## src/rtl/dtc_defs.svh

```systemverilog
// register offsets, field positions, reset values and timing counts of the timer block
`ifndef DTC_DEFS_SVH
`define DTC_DEFS_SVH
`define DTC_ADDR_W      8
`define DTC_OFS_CTRL    8'h00
`define DTC_OFS_MODE    8'h04
`define DTC_OFS_T0L     8'h08
`define DTC_OFS_T0H     8'h0c
`define DTC_OFS_T1L     8'h10
`define DTC_OFS_T1H     8'h14
`define DTC_CB_IT0      0
`define DTC_CB_IE0      1
`define DTC_CB_IT1      2
`define DTC_CB_IE1      3
`define DTC_CB_TR0      4
`define DTC_CB_TF0      5
`define DTC_CB_TR1      6
`define DTC_CB_TF1      7
`define DTC_MB_T0       0
`define DTC_MB_T1       4
`define DTC_MF_MLO      0
`define DTC_MF_MHI      1
`define DTC_MF_CSEL     2
`define DTC_MF_GATE     3
`define DTC_CTRL_RST    8'h00
`define DTC_MODE_RST    8'h00
`define DTC_COUNT_RST   8'h00
`define DTC_PERIPH_CLKS 6
`define DTC_DIV_LAST    (`DTC_PERIPH_CLKS - 1)
`define DTC_PRESC_TOP   5'h1f
`define DTC_BYTE_TOP    8'hff
`endif

```

## src/rtl/dtc_pkg.sv

```systemverilog
// types shared by the timer block
package dtc_pkg;
    typedef enum logic [1:0] {
        DTC_MODE13,
        DTC_MODE16,
        DTC_RELOAD8,
        DTC_SPLIT
    } dtc_mode_t;
endpackage : dtc_pkg

```

## src/rtl/dtc_timer_top.sv

```systemverilog
// two timer/counters with a classic wishbone register slave
//
// Behaviour
// - mode 0: 5-bit prescaler feeds 8-bit high
// - mode 0 low bits 7:5 are undefined
// - mode 1: low carries into high, 16-bit
// - mode 2: overflow sets flag, reloads low
// - high byte writable anytime in reload mode
// - interrupt service clears the overflow flag
// - timer 0 mode 3: low byte own timer
// - mode 3 high: clk/6, timer 1 run, flag
// - timer 1 mode 3 halts, holds count
// - timer 1 fields: mode high nibble, ctrl
// - gate set lets interrupt pin gate counting
// - wrap to zero sets overflow flag, request
// - timer 1 overflow drives baud tick
// - timer counts once per six clocks
// - counter counts high-then-low pin samples
// - run does not clear count; preset stopped
// - timer 0 fields: mode low nibble, ctrl
//
// The Wishbone register port and the address map were decided locally.
`timescale 1ns/1ps
`include "dtc_defs.svh"
module dtc_timer_top
    import dtc_pkg::*;
(
    input  wire logic                   clk_i,
    input  wire logic                   rst_i,
    input  wire logic                   wb_cyc_i,
    input  wire logic                   wb_stb_i,
    input  wire logic                   wb_we_i,
    input  wire logic [`DTC_ADDR_W-1:0] wb_adr_i,
    input  wire logic [3:0]             wb_sel_i,
    input  wire logic [31:0]            wb_dat_i,
    output logic      [31:0]            wb_dat_o,
    output logic                        wb_ack_o,
    input  wire logic                   t0_pin_i,
    input  wire logic                   t1_pin_i,
    input  wire logic                   ext_irq0_pin_i,
    input  wire logic                   ext_irq1_pin_i,
    input  wire logic                   irq0_ack_i,
    input  wire logic                   irq1_ack_i,
    output logic                        t0_irq_o,
    output logic                        t1_irq_o,
    output logic                        baud_tick_o
);
    logic [2:0]  div_cnt;
    logic        periph_tick;
    logic [7:0]  timer_mode_reg;
    logic        t0_run_bit;
    logic        t1_run_bit;
    logic        t0_overflow_flag;
    logic        t1_overflow_flag;
    logic        ext_irq0_flag;
    logic        ext_irq1_flag;
    logic        ext_irq0_type;
    logic        ext_irq1_type;
    logic [7:0]  timer_control_reg;
    dtc_mode_t   t0_mode;
    dtc_mode_t   t1_mode;
    logic        t0_gate_select;
    logic        t1_gate_select;
    logic        t0_counter_select;
    logic        t1_counter_select;
    logic        split0;
    logic        t0_en;
    logic        t1_en;
    logic        t0_ovf;
    logic        t0_hi_ovf;
    logic        t1_ovf;
    logic        t1_set;
    logic [7:0]  t0_count_low;
    logic [7:0]  t0_count_high;
    logic [7:0]  t1_count_low;
    logic [7:0]  t1_count_high;
    logic        bus_req;
    logic        bus_wr;
    logic        ctrl_wr;
    logic        mode_wr;
    logic [7:0]  wbyte;
    logic [31:0] rd_data;

    // peripheral cycle enable
    always_ff @(posedge clk_i)
    begin
        if (rst_i)
            div_cnt <= 3'h0;
        else if (periph_tick)
            div_cnt <= 3'h0;
        else
            div_cnt <= div_cnt + 3'h1;
    end
    assign periph_tick = (div_cnt == 3'(`DTC_DIV_LAST));

    // bus decode: one access per request, only byte lane 0 carries data
    assign bus_req = wb_cyc_i & wb_stb_i & ~wb_ack_o;
    // a write lands at the edge that completes the cycle, while ack is high
    assign bus_wr  = wb_cyc_i & wb_stb_i & wb_ack_o & wb_we_i & wb_sel_i[0];
    assign wbyte   = wb_dat_i[7:0];
    assign ctrl_wr = bus_wr & (wb_adr_i == `DTC_OFS_CTRL);
    assign mode_wr = bus_wr & (wb_adr_i == `DTC_OFS_MODE);

    always_ff @(posedge clk_i)
    begin
        if (rst_i)
            timer_mode_reg <= `DTC_MODE_RST;
        else if (mode_wr)
            timer_mode_reg <= wbyte;
    end

    // mode fields
    assign t0_mode = dtc_mode_t'({timer_mode_reg[`DTC_MB_T0 + `DTC_MF_MHI],
                                  timer_mode_reg[`DTC_MB_T0 + `DTC_MF_MLO]});
    assign t1_mode = dtc_mode_t'({timer_mode_reg[`DTC_MB_T1 + `DTC_MF_MHI],
                                  timer_mode_reg[`DTC_MB_T1 + `DTC_MF_MLO]});
    assign t0_counter_select = timer_mode_reg[`DTC_MB_T0 + `DTC_MF_CSEL];
    assign t1_counter_select = timer_mode_reg[`DTC_MB_T1 + `DTC_MF_CSEL];
    assign t0_gate_select    = timer_mode_reg[`DTC_MB_T0 + `DTC_MF_GATE];
    assign t1_gate_select    = timer_mode_reg[`DTC_MB_T1 + `DTC_MF_GATE];
    assign split0            = (t0_mode == DTC_SPLIT);

    // run and gate
    assign t0_en = t0_run_bit & (~t0_gate_select | ext_irq0_pin_i);
    // while timer 0 is split its run bit is borrowed, so timer 1 runs freely
    // and software starts and stops it only through mode 3
    assign t1_en = (split0 | t1_run_bit)
                 & (~t1_gate_select | ext_irq1_pin_i);

    // control register bits
    always_ff @(posedge clk_i)
    begin
        if (rst_i)
        begin
            t0_run_bit    <= 1'b0;
            t1_run_bit    <= 1'b0;
            ext_irq0_type <= 1'b0;
            ext_irq1_type <= 1'b0;
            ext_irq0_flag <= 1'b0;
            ext_irq1_flag <= 1'b0;
        end
        else if (ctrl_wr)
        begin
            t0_run_bit    <= wbyte[`DTC_CB_TR0];
            t1_run_bit    <= wbyte[`DTC_CB_TR1];
            ext_irq0_type <= wbyte[`DTC_CB_IT0];
            ext_irq1_type <= wbyte[`DTC_CB_IT1];
            ext_irq0_flag <= wbyte[`DTC_CB_IE0];
            ext_irq1_flag <= wbyte[`DTC_CB_IE1];
        end
    end

    // overflow flags: a set in the same cycle as a clear wins
    always_ff @(posedge clk_i)
    begin
        if (rst_i)
            t0_overflow_flag <= 1'b0;
        else if (t0_ovf)
            t0_overflow_flag <= 1'b1;
        else if (irq0_ack_i)
            t0_overflow_flag <= 1'b0;
        else if (ctrl_wr)
            t0_overflow_flag <= wbyte[`DTC_CB_TF0];
    end

    assign t1_set = split0 ? t0_hi_ovf : t1_ovf;

    always_ff @(posedge clk_i)
    begin
        if (rst_i)
            t1_overflow_flag <= 1'b0;
        else if (t1_set)
            t1_overflow_flag <= 1'b1;
        else if (irq1_ack_i)
            t1_overflow_flag <= 1'b0;
        else if (ctrl_wr)
            t1_overflow_flag <= wbyte[`DTC_CB_TF1];
    end

    assign t0_irq_o = t0_overflow_flag;
    assign t1_irq_o = t1_overflow_flag;

    // timer 1 overflows keep clocking the serial port even while split
    always_ff @(posedge clk_i)
    begin
        if (rst_i)
            baud_tick_o <= 1'b0;
        else
            baud_tick_o <= t1_ovf;
    end

    assign timer_control_reg = {t1_overflow_flag, t1_run_bit,
                                t0_overflow_flag, t0_run_bit,
                                ext_irq1_flag, ext_irq1_type,
                                ext_irq0_flag, ext_irq0_type};

    dtc_timer_unit #(
        .HAS_SPLIT (1'b1)
    ) u_t0 (
        .clk_i      (clk_i),
        .rst_i      (rst_i),
        .tick_i     (periph_tick),
        .pin_i      (t0_pin_i),
        .count_en_i (t0_en),
        .csel_i     (t0_counter_select),
        .mode_i     (t0_mode),
        .hi_run_i   (t1_run_bit),
        .wr_low_i   (bus_wr & (wb_adr_i == `DTC_OFS_T0L)),
        .wr_high_i  (bus_wr & (wb_adr_i == `DTC_OFS_T0H)),
        .wdata_i    (wbyte),
        .low_o      (t0_count_low),
        .high_o     (t0_count_high),
        .ovf_o      (t0_ovf),
        .ovf_hi_o   (t0_hi_ovf)
    );

    dtc_timer_unit #(
        .HAS_SPLIT (1'b0)
    ) u_t1 (
        .clk_i      (clk_i),
        .rst_i      (rst_i),
        .tick_i     (periph_tick),
        .pin_i      (t1_pin_i),
        .count_en_i (t1_en),
        .csel_i     (t1_counter_select),
        .mode_i     (t1_mode),
        .hi_run_i   (1'b0),
        .wr_low_i   (bus_wr & (wb_adr_i == `DTC_OFS_T1L)),
        .wr_high_i  (bus_wr & (wb_adr_i == `DTC_OFS_T1H)),
        .wdata_i    (wbyte),
        .low_o      (t1_count_low),
        .high_o     (t1_count_high),
        .ovf_o      (t1_ovf),
        .ovf_hi_o   ()
    );

    // read mux; unmapped offsets read as zero
    always_comb
    begin
        rd_data = 32'h0;
        case (wb_adr_i)
            `DTC_OFS_CTRL: rd_data[7:0] = timer_control_reg;
            `DTC_OFS_MODE: rd_data[7:0] = timer_mode_reg;
            `DTC_OFS_T0L:  rd_data[7:0] = t0_count_low;
            `DTC_OFS_T0H:  rd_data[7:0] = t0_count_high;
            `DTC_OFS_T1L:  rd_data[7:0] = t1_count_low;
            `DTC_OFS_T1H:  rd_data[7:0] = t1_count_high;
            default:       rd_data = 32'h0;
        endcase
    end

    // registered answer: ack one cycle after the request, dropped the next
    always_ff @(posedge clk_i)
    begin
        if (rst_i)
        begin
            wb_ack_o <= 1'b0;
            wb_dat_o <= 32'h0;
        end
        else
        begin
            wb_ack_o <= bus_req;
            if (bus_req && !wb_we_i)
                wb_dat_o <= rd_data;
        end
    end
endmodule : dtc_timer_top

```

## src/rtl/dtc_timer_unit.sv

```systemverilog
// one timer/counter channel: count bytes, mode logic and overflow detection
`timescale 1ns/1ps
`include "dtc_defs.svh"
module dtc_timer_unit
    import dtc_pkg::*;
#(
    parameter bit HAS_SPLIT = 1'b0
)(
    input  wire logic       clk_i,
    input  wire logic       rst_i,
    input  wire logic       tick_i,
    input  wire logic       pin_i,
    input  wire logic       count_en_i,
    input  wire logic       csel_i,
    input  wire dtc_mode_t  mode_i,
    input  wire logic       hi_run_i,
    input  wire logic       wr_low_i,
    input  wire logic       wr_high_i,
    input  wire logic [7:0] wdata_i,
    output logic      [7:0] low_o,
    output logic      [7:0] high_o,
    output logic            ovf_o,
    output logic            ovf_hi_o
);
    logic       pin_smp;
    logic       fall;
    logic       inc;
    logic       hi_inc;
    logic [7:0] low;
    logic [7:0] high;
    logic [7:0] next_low;
    logic [7:0] next_high;

    always_ff @(posedge clk_i)
    begin
        if (rst_i)
            pin_smp <= 1'b0;
        else if (tick_i)
            pin_smp <= pin_i;
    end
    // a high sample followed by a low one counts once
    assign fall   = tick_i & pin_smp & ~pin_i;
    assign inc    = count_en_i & (csel_i ? fall : tick_i);
    assign hi_inc = HAS_SPLIT & (mode_i == DTC_SPLIT) & tick_i & hi_run_i;

    always_comb
    begin
        next_low  = low;
        next_high = high;
        ovf_o     = 1'b0;
        ovf_hi_o  = 1'b0;
        case (mode_i)
            DTC_MODE13:
            begin
                // bits 7:5 just hold; software must not rely on them
                if (inc)
                begin
                    next_low[4:0] = low[4:0] + 5'h01;
                    if (low[4:0] == `DTC_PRESC_TOP)
                    begin
                        next_high = high + 8'h01;
                        ovf_o     = (high == `DTC_BYTE_TOP);
                    end
                end
            end
            DTC_MODE16:
            begin
                if (inc)
                begin
                    next_low = low + 8'h01;
                    if (low == `DTC_BYTE_TOP)
                    begin
                        next_high = high + 8'h01;
                        ovf_o     = (high == `DTC_BYTE_TOP);
                    end
                end
            end
            DTC_RELOAD8:
            begin
                if (inc && (low == `DTC_BYTE_TOP))
                begin
                    next_low = high;
                    ovf_o    = 1'b1;
                end
                else if (inc)
                    next_low = low + 8'h01;
            end
            DTC_SPLIT:
            begin
                // without the split feature this mode only holds the count
                if (HAS_SPLIT && inc)
                begin
                    next_low = low + 8'h01;
                    ovf_o    = (low == `DTC_BYTE_TOP);
                end
                if (hi_inc)
                begin
                    next_high = high + 8'h01;
                    ovf_hi_o  = (high == `DTC_BYTE_TOP);
                end
            end
            default:
            begin
                next_low = low;
            end
        endcase
        if (wr_low_i)
            next_low = wdata_i;
        if (wr_high_i)
            next_high = wdata_i;
    end

    always_ff @(posedge clk_i)
    begin
        if (rst_i)
        begin
            low  <= `DTC_COUNT_RST;
            high <= `DTC_COUNT_RST;
        end
        else
        begin
            low  <= next_low;
            high <= next_high;
        end
    end
    assign low_o  = low;
    assign high_o = high;
endmodule : dtc_timer_unit

```

## config.mk

```make
export PLATFORM = sky130hd
export DESIGN_NAME = dtc_timer_top
export DESIGN_NICKNAME = d
export VERILOG_FILES = /design/src/rtl/dtc_pkg.sv /design/src/rtl/dtc_timer_top.sv /design/src/rtl/dtc_timer_unit.sv
export VERILOG_INCLUDE_DIRS = /design/src /design/src/rtl
export SDC_FILE = /design/constraint.sdc
export NUM_CORES = 1
export LEC_CHECK = 0
export ABC_AREA = 1
export ABC_CLOCK_PERIOD_IN_PS = 1700
export BUFFER_PORTS_ARGS = -buffer_cell sky130_fd_sc_hd__buf_4
export CORE_MARGIN = 2
export CORE_UTILIZATION = 51
export DETAILED_ROUTE_END_ITERATION = 6
export PLACE_DENSITY = 0.78
export SLEW_MARGIN = 20
export SYNTH_ARGS = -nofsm -noshare
export SYNTH_HDL_FRONTEND = slang
export SYNTH_SLANG_ARGS = --single-unit
```

## constraint.sdc

```tcl
create_clock -name clk_i -period 1.7 [get_ports clk_i]
set_input_delay 0.17 -clock clk_i [delete_from_list [all_inputs] [get_ports clk_i]]
set_output_delay 0.17 -clock clk_i [all_outputs]
set_load 0.01 [all_outputs]
```

==> results of run 1 <==
-- cells in the mapped netlist (all sizes together) (2+ instances only) --
master and n:
o211ai 3, buf 35, ha 17, dfxtp 63
o21ai 61, xnor2 2, nor3 10, nand2 183
or2 4, a21oi 77, nand3 57, o22ai 16
clkbuf 8, o2bb2ai 2, nor2 62, xor2 8
inv 114, nand4 17
-- stage by stage --
stage          utilization [%]  setup TNS, ns
6_report                  68.3         -0.183
5_1_grt                   68.3          -2.38
4_1_cts                   64.7        -0.0529
3_5_place_dp              61.5          -1.07
3_3_place_gp              61.5         -0.250
2_1_floorplan                -              0
-- kinds of logic (layout without fill, tap and decap cells) --
| group | count (synthesis) | after routing | share of synthesized area [%] |
|---|---|---|---|
| flip-flops | 63 | 63 | 27.2 |
| other | 1 | 24 | 0.0808 |
| multiplexers | 1 | 1 | 0.216 |
| AND/OR/NAND/NOR | 334 | 334 | 32.4 |
| XOR/XNOR | 10 | 10 | 1.89 |
| adder cells (fa/ha/maj) | 17 | 17 | 4.58 |
| AO/OA/AOI/OAI | 161 | 161 | 18.4 |
| buffers and inverters | 158 | 242 | 15.3 |
-- cell type report --
cell class	count	area (um^2)
clock inverter	4	47.5
tap	108	135
clock buffer	11	131
inverter	115	437
fill	788	2780
multi-input combinational	547	3060
sequential	63	1280
timing repair buffer	112	900
-- tightest hold or removal path, cell delays in order --
cell and delay [ns]:
buf_4 0.11, inv_1 0.05, a21oi_1 0.06
-- layer usage --
layer	GRT usage, %	wire (um)	share of wire [%]
met5	0	0	0
met4	13.2	624	3.9
met3	6.25	1700	11
met2	51.7	7270	46
met1	40.1	6260	39
-- power by group --
part | switching, W | internal (W) | total [W] | leakage (nW)
registers | 0.0000144 | 0.00149 | 0.00150 | 0.513
logic | 0.000149 | 0.0000920 | 0.000241 | 2.03
clock network | 0.000650 | 0.000666 | 0.00132 | 0.0892
total | 0.000814 | 0.00225 | 0.00306 | 2.63
-- path summary, 6_finish.rpt --
path,start,depth (start not counted),slack (ns),endpoint
hold / removal,t0_pin_i,3,0.07,u_t0.pin_smp$_SDFFE_PP0N_
hold reg to reg,ext_irq0_flag$_SDFFE_PP0P_,2,0.47,ext_irq0_flag$_SDFFE_PP0P_
setup reg to reg,div_cnt[1]$_SDFF_PP0_,13,-0.04,u_t0.low_o[4]$_SDFFE_PP0P_
setup / recovery,div_cnt[1]$_SDFF_PP0_,13,-0.04,u_t0.low_o[4]$_SDFFE_PP0P_
-- timing repair --
| action | CTS | global route |
|---|---|---|
| setup endpoints to repair | 31 | 35 |
| gates resized for setup | 25 | 67 |
| buffers inserted | 4 | 4 |
| gates cloned | 0 | 2 |
| hold endpoints to repair | 0 | 0 |
| pin swaps | 9 | 22 |
==> flow_metrics.py, run 1 <==
metrics = {
    "drt": {
        "drt_iter0_drc": 520,
        "drtPass1Iterations": 6,
        "via_count": 5480,
        "post_drt_via_cell_ratio": 5.71,
        "drcViolationCount": 0,
        "totalWireLength_um": 15900,
        "postRouteAntennaNets": 0,
        "wl_per_cell_um": 16.5,
    },
    "cells_and_area": {
        "fin_area_um2": 5990,
        "final_nets": 920,
        "drive_above_1_share_pct": 25.7,
        "instances_no_fill": 960,
        "diodes": 0,
        "mostFrequentLayoutCells": "159 x nand2_1, 103 x inv_1, 101 x buf_4, 73 x a21oi_1, 55 x dfxtp_1",
        "area.growth.synth_to_final_pct": 29.0,
        "layout_commonest_cell": "nand2_1",
    },
    "global_route": {
        "grt_pass1_vias": 5014,
        "grt_first_pass_wirelength_um": 24200,
        "overflow": 0,
        "antenna_found_initial": 0,
        "grt_max_degree": 35,
        "grt_use_total_pct": 31.4,
    },
    "synth": {
        "synth_edf_count": 0,
        "synth_area_per_cell_um2": 6.23,
        "ys_ff_latch": 63,
        "synth_top_area_cell": "dfxtp_1",
        "synth_area_um2": 4640,
        "synth.distinct_cells": 37,
        "async_flop_share_pct": 0,
        "yosys-top-cells-area": "dfxtp_1 27%, nand2_1 14%, inv_1 8.7%",
        "ys.flop_type": "dfxtp_1",
        "yosys_warnings": 0,
        "synth.yosys.seq_area_share_pct": 27.2,
        "netlist.area_leader.share_pct": 27.2,
        "syn_inst": 745,
    },
    "critical_path": {
        "worstSetupEndpointType": "flop",
        "crit_chain": "inv_2, ha_4, nand2_4, clkinv_4, nand3_4, nor2_4, buf_6, clkbuf_16, o21ai_0, nand2_2, nand2_1, nand2_1, a21oi_2",
        "startpoint_type": "flop",
        "path_class": "reg -> reg",
        "cp.arrival_ns": 2.04,
        "slowest_delay_ns": 0.34,
        "cp_num_buf_inv": 4,
        "crit_fanout": 8,
        "slowest_stage": "dfxtp_2",
        "cp_top_family": "simple AND/OR/NAND/NOR gates",
        "cp_common_cell": "nand2_1",
        "required_ns": 2.00,
    },
    "place": {
        "place_area_um2": 5390,
        "dp_hpwl_um": 11300,
        "place_ws_ns": -0.0962,
        "dp_cells": 935,
        "gp_congestion": 0.963,
        "numPortBuffers": 39,
    },
    "pwr": {
        "leakagePower_nw": 2.63,
        "power_density_nw_per_um2": 511,
        "p_total_w": 0.00306,
        "peakVddDrop_mv": 0.396,
    },
    "timing": {
        "hold_viol": 0,
        "fin_crit_ns": 1.74,
        "fin_crit_sh_pct": 102,
        "fmax_mhz": 574,
        "finClkSkew_ns": 0.0102,
        "whs_ns": 0.0685,
        "slew_viol_final": 0,
        "setup_viol": 11,
        "rsz0062_at_grt": "yes",
        "worst_slack_ns": -0.0414,
    },
    "clock_network": {
        "clockBufferDepth": 2,
        "cts_sinks": 63,
        "cts_inserted_buffers": 9,
        "clock_latency_ns": 0.36,
        "cts_hold_buf": 0,
        "cts.clk_slew.worst_paths_ns": 0.08,
        "ctsHtreeMaxLevel": 3,
        "cts_root_buf": "clkbuf_8",
        "cts_tree": "yes",
    },
    "floorplan": {
        "core_area_um2": 8760,
        "initial_utilization_pct": 53.0,
        "die_h_um": 99.4,
        "die_w_um": 99.4,
        "io_pins": 91,
        "die_area_um2": 9880,
        "fp-row-count": 34,
    },
    "run_status": {
        "violations": "setup timing",
        "status": "finished, violations left",
    },
    "hold_path": {
        "holdCritPathClass": "in -> reg",
    },
    "flow_run": {
        "drv_cap": 0,
    },
}
Power figures use the tool's default switching activity.
==> inputs of run 2 (changes only) <==
Settings changed: PLACE_DENSITY 0.78 to 0.79, SKIP_LAST_GASP set to 1, SYNTH_HIERARCHICAL set to 1.
==> run 2 against run 1 <==
  * The run ends with DRC, setup timing left
  * Setup slack got worse by 0.20 ns
  * Combinational power increased by 28%
  * Design area increased by 3.9%
  * Highest routed layer unchanged
  * Non-clock buffer count increased by 27
  * Largest power group is now the clock network
  * Synthesized area increased by 3.3%
  * Sequential cell count unchanged
  * Clock skew increased by 0.0061 ns
==> flow_metrics.py, run 2 <==
metrics = {
    "run_status": {
        "status": "finished, violations left",
        "violations": "DRC, setup timing",
    },
    "cells_and_area": {
        "drive_above_1_share_pct": 29.0,
        "instances_no_fill": 1018,
        "layout_commonest_cell": "nand2_1",
        "multi_input_area_um2": 3180,
        "mostFrequentLayoutCells": "184 x nand2_1, 134 x buf_4, 90 x nand3_1, 84 x nor2_1, 65 x inv_1",
        "final_nets": 969,
        "fillerInstances": 830,
        "diodes": 0,
        "regArea_um2": 1270,
        "area.growth.synth_to_final_pct": 29.7,
    },
    "timing": {
        "worst_slew_pin_slew_ns": 0.590,
        "slew_headroom_pct": 60.6,
        "setup_viol": 19,
        "hold_viol": 0,
        "slew_viol_final": 0,
        "finClkSkew_ns": 0.0162,
        "fmax_mhz": 516,
        "fin_crit_ns": 1.94,
        "fin_crit_sh_pct": 114,
        "worst_slack_ns": -0.239,
        "rsz0062_at_grt": "yes",
    },
    "drt": {
        "wl_per_cell_um": 16.1,
        "post_drt_via_cell_ratio": 5.57,
        "postRouteAntennaNets": 0,
        "via_count": 5670,
        "drtPass1Iterations": 7,
        "totalWireLength_um": 16300,
        "drcViolationCount": 4,
        "drt_iter0_drc": 407,
    },
    "hold_path": {
        "whs_path_depth": 3,
        "min_to": "u_t0/pin_smp$_SDFFE_PP0P_",
        "holdCritPathClass": "in -> reg",
        "hold_start": "t0_pin_i",
    },
    "floorplan": {
        "die_h_um": 101,
        "initial_utilization_pct": 52.1,
        "io_pins": 91,
        "die_w_um": 101,
        "core_area_um2": 9200,
        "die_area_um2": 10200,
        "fp-row-count": 35,
    },
    "clock_network": {
        "clock_latency_ns": 0.37,
        "cts_root_buf": "clkbuf_8",
        "cts_sinks": 63,
        "cts_tree": "yes",
        "cts.clk_slew.worst_paths_ns": 0.08,
        "clockBufferDepth": 2,
        "ctsHtreeMaxLevel": 3,
        "cts_hold_buf": 0,
        "cts_inserted_buffers": 9,
    },
    "pwr": {
        "leakagePower_nw": 2.90,
        "peakVddDrop_mv": 0.358,
        "power_density_nw_per_um2": 543,
    },
    "critical_path": {
        "slowest_stage": "dfxtp_1",
        "worst-r2r-cell-count": 12,
        "crit_fanout": 2,
        "cp_common_cell": "nand2_1",
        "slowest_delay_ns": 0.35,
        "r2r_end": "t1_irq_o$_SDFFE_PP0P_",
        "cp_top_family": "simple AND/OR/NAND/NOR gates",
        "worstSetupEndpointType": "flop",
        "rrSetupSlack_ns": -0.24,
        "required_ns": 2.00,
        "startpoint_type": "flop",
        "crit_chain": "ha_1, nand2_1, nor3_1, nand3_1, or2_1, a21oi_2, nand2_1, nand2_1, nor2_1, nand2_1, nand2_1, a21oi_2",
        "cp.arrival_ns": 2.24,
        "cp_num_buf_inv": 0,
        "rr_startpoint": "u_t1/high_o[0]$_SDFFE_PP0P_",
        "path_class": "reg -> reg",
    },
    "place": {
        "gp_congestion": 0.937,
        "dp_cells": 991,
        "dp_hpwl_um": 12000,
        "numPortBuffers": 39,
        "place_ws_ns": -0.243,
    },
    "global_route": {
        "grt_max_degree": 27,
        "grt_pass1_vias": 5206,
        "grt_use_total_pct": 32.0,
        "antenna_found_initial": 0,
        "grt_first_pass_wirelength_um": 25300,
        "overflow": 0,
    },
    "flow_run": {
        "drv_cap": 0,
    },
    "synth": {
        "syn_inst": 769,
        "synth_area_per_cell_um2": 6.23,
        "yosys_warnings": 6,
        "synth_area_um2": 4790,
    },
}
==> run 2: power breakdown <==
group / internal, W / switching, W
combinational: 0.000114 / 0.000195
sequential: 0.00149 / 0.0000137
clock: 0.000844 / 0.000715
total: 0.00245 / 0.000924
==> run 2: worst max-delay path by stage <==
stage	slack (ns)	end	cells past startpoint	startpoint
floorplan	-0.21	t1_irq_o$_SDFFE_PP0P_	16	div_cnt[0]$_SDFF_PP0_
global placement	-0.14	t1_irq_o$_SDFFE_PP0P_	17	timer_mode_reg[1]$_SDFFE_PP0P_
detailed placement	-0.24	t1_irq_o$_SDFFE_PP0P_	17	div_cnt[1]$_SDFF_PP0_
CTS	-0.24	t1_irq_o$_SDFFE_PP0P_	17	div_cnt[1]$_SDFF_PP0_
global route	-0.36	t1_irq_o$_SDFFE_PP0P_	17	div_cnt[1]$_SDFF_PP0_
finish	-0.24	t1_irq_o$_SDFFE_PP0P_	12	u_t1/high_o[0]$_SDFFE_PP0P_
==> run 2: routing by layer <==
metal | track usage, % | share of wire, %
met1 | 39.9 | 40
met5 | 0 | 0
met3 | 7.00 | 8.7
met4 | 11.9 | 3.3
met2 | 54.2 | 48
==> run 2: metrics by stage <==
step           hold WS [ns]  utilization, %  area, um^2  total power, W  setup TNS (ns)
2_1_floorplan         0.232               -        4930         0.00171          -0.211
3_3_place_gp          0.432            62.6        5760         0.00182          -0.644
3_5_place_dp          0.450            62.6        5760         0.00182           -2.13
4_1_cts              0.0724            66.4        6100         0.00336           -1.03
5_1_grt              0.0725            67.6        6220         0.00347           -4.00
6_report             0.0731            67.6        6220         0.00337           -1.22
==> run 2: cell type report <==
type / instances / share of cell area (%)
Timing Repair Buffer: 139 / 17.4
Multi-Input combinational cell: 605 / 51.0
Inverter: 84 / 5.23
Sequential cell: 63 / 20.5
Clock buffer: 9 / 1.99
Clock inverter: 7 / 1.65
Tap cell: 111 / 2.23
==> run 2: worst min-delay path, stage by stage <==
cell and delay (ns):
buf_4 0.08, inv_1 0.04, a21oi_1 0.11
==> run 2: repair_timing <==
item | in CTS | in global routing
gates resized for setup | 28 | 27
setup endpoints to repair | 31 | 35
gates cloned | 0 | 1
pin swaps | 19 | 19
setup buffers | 9 | 6
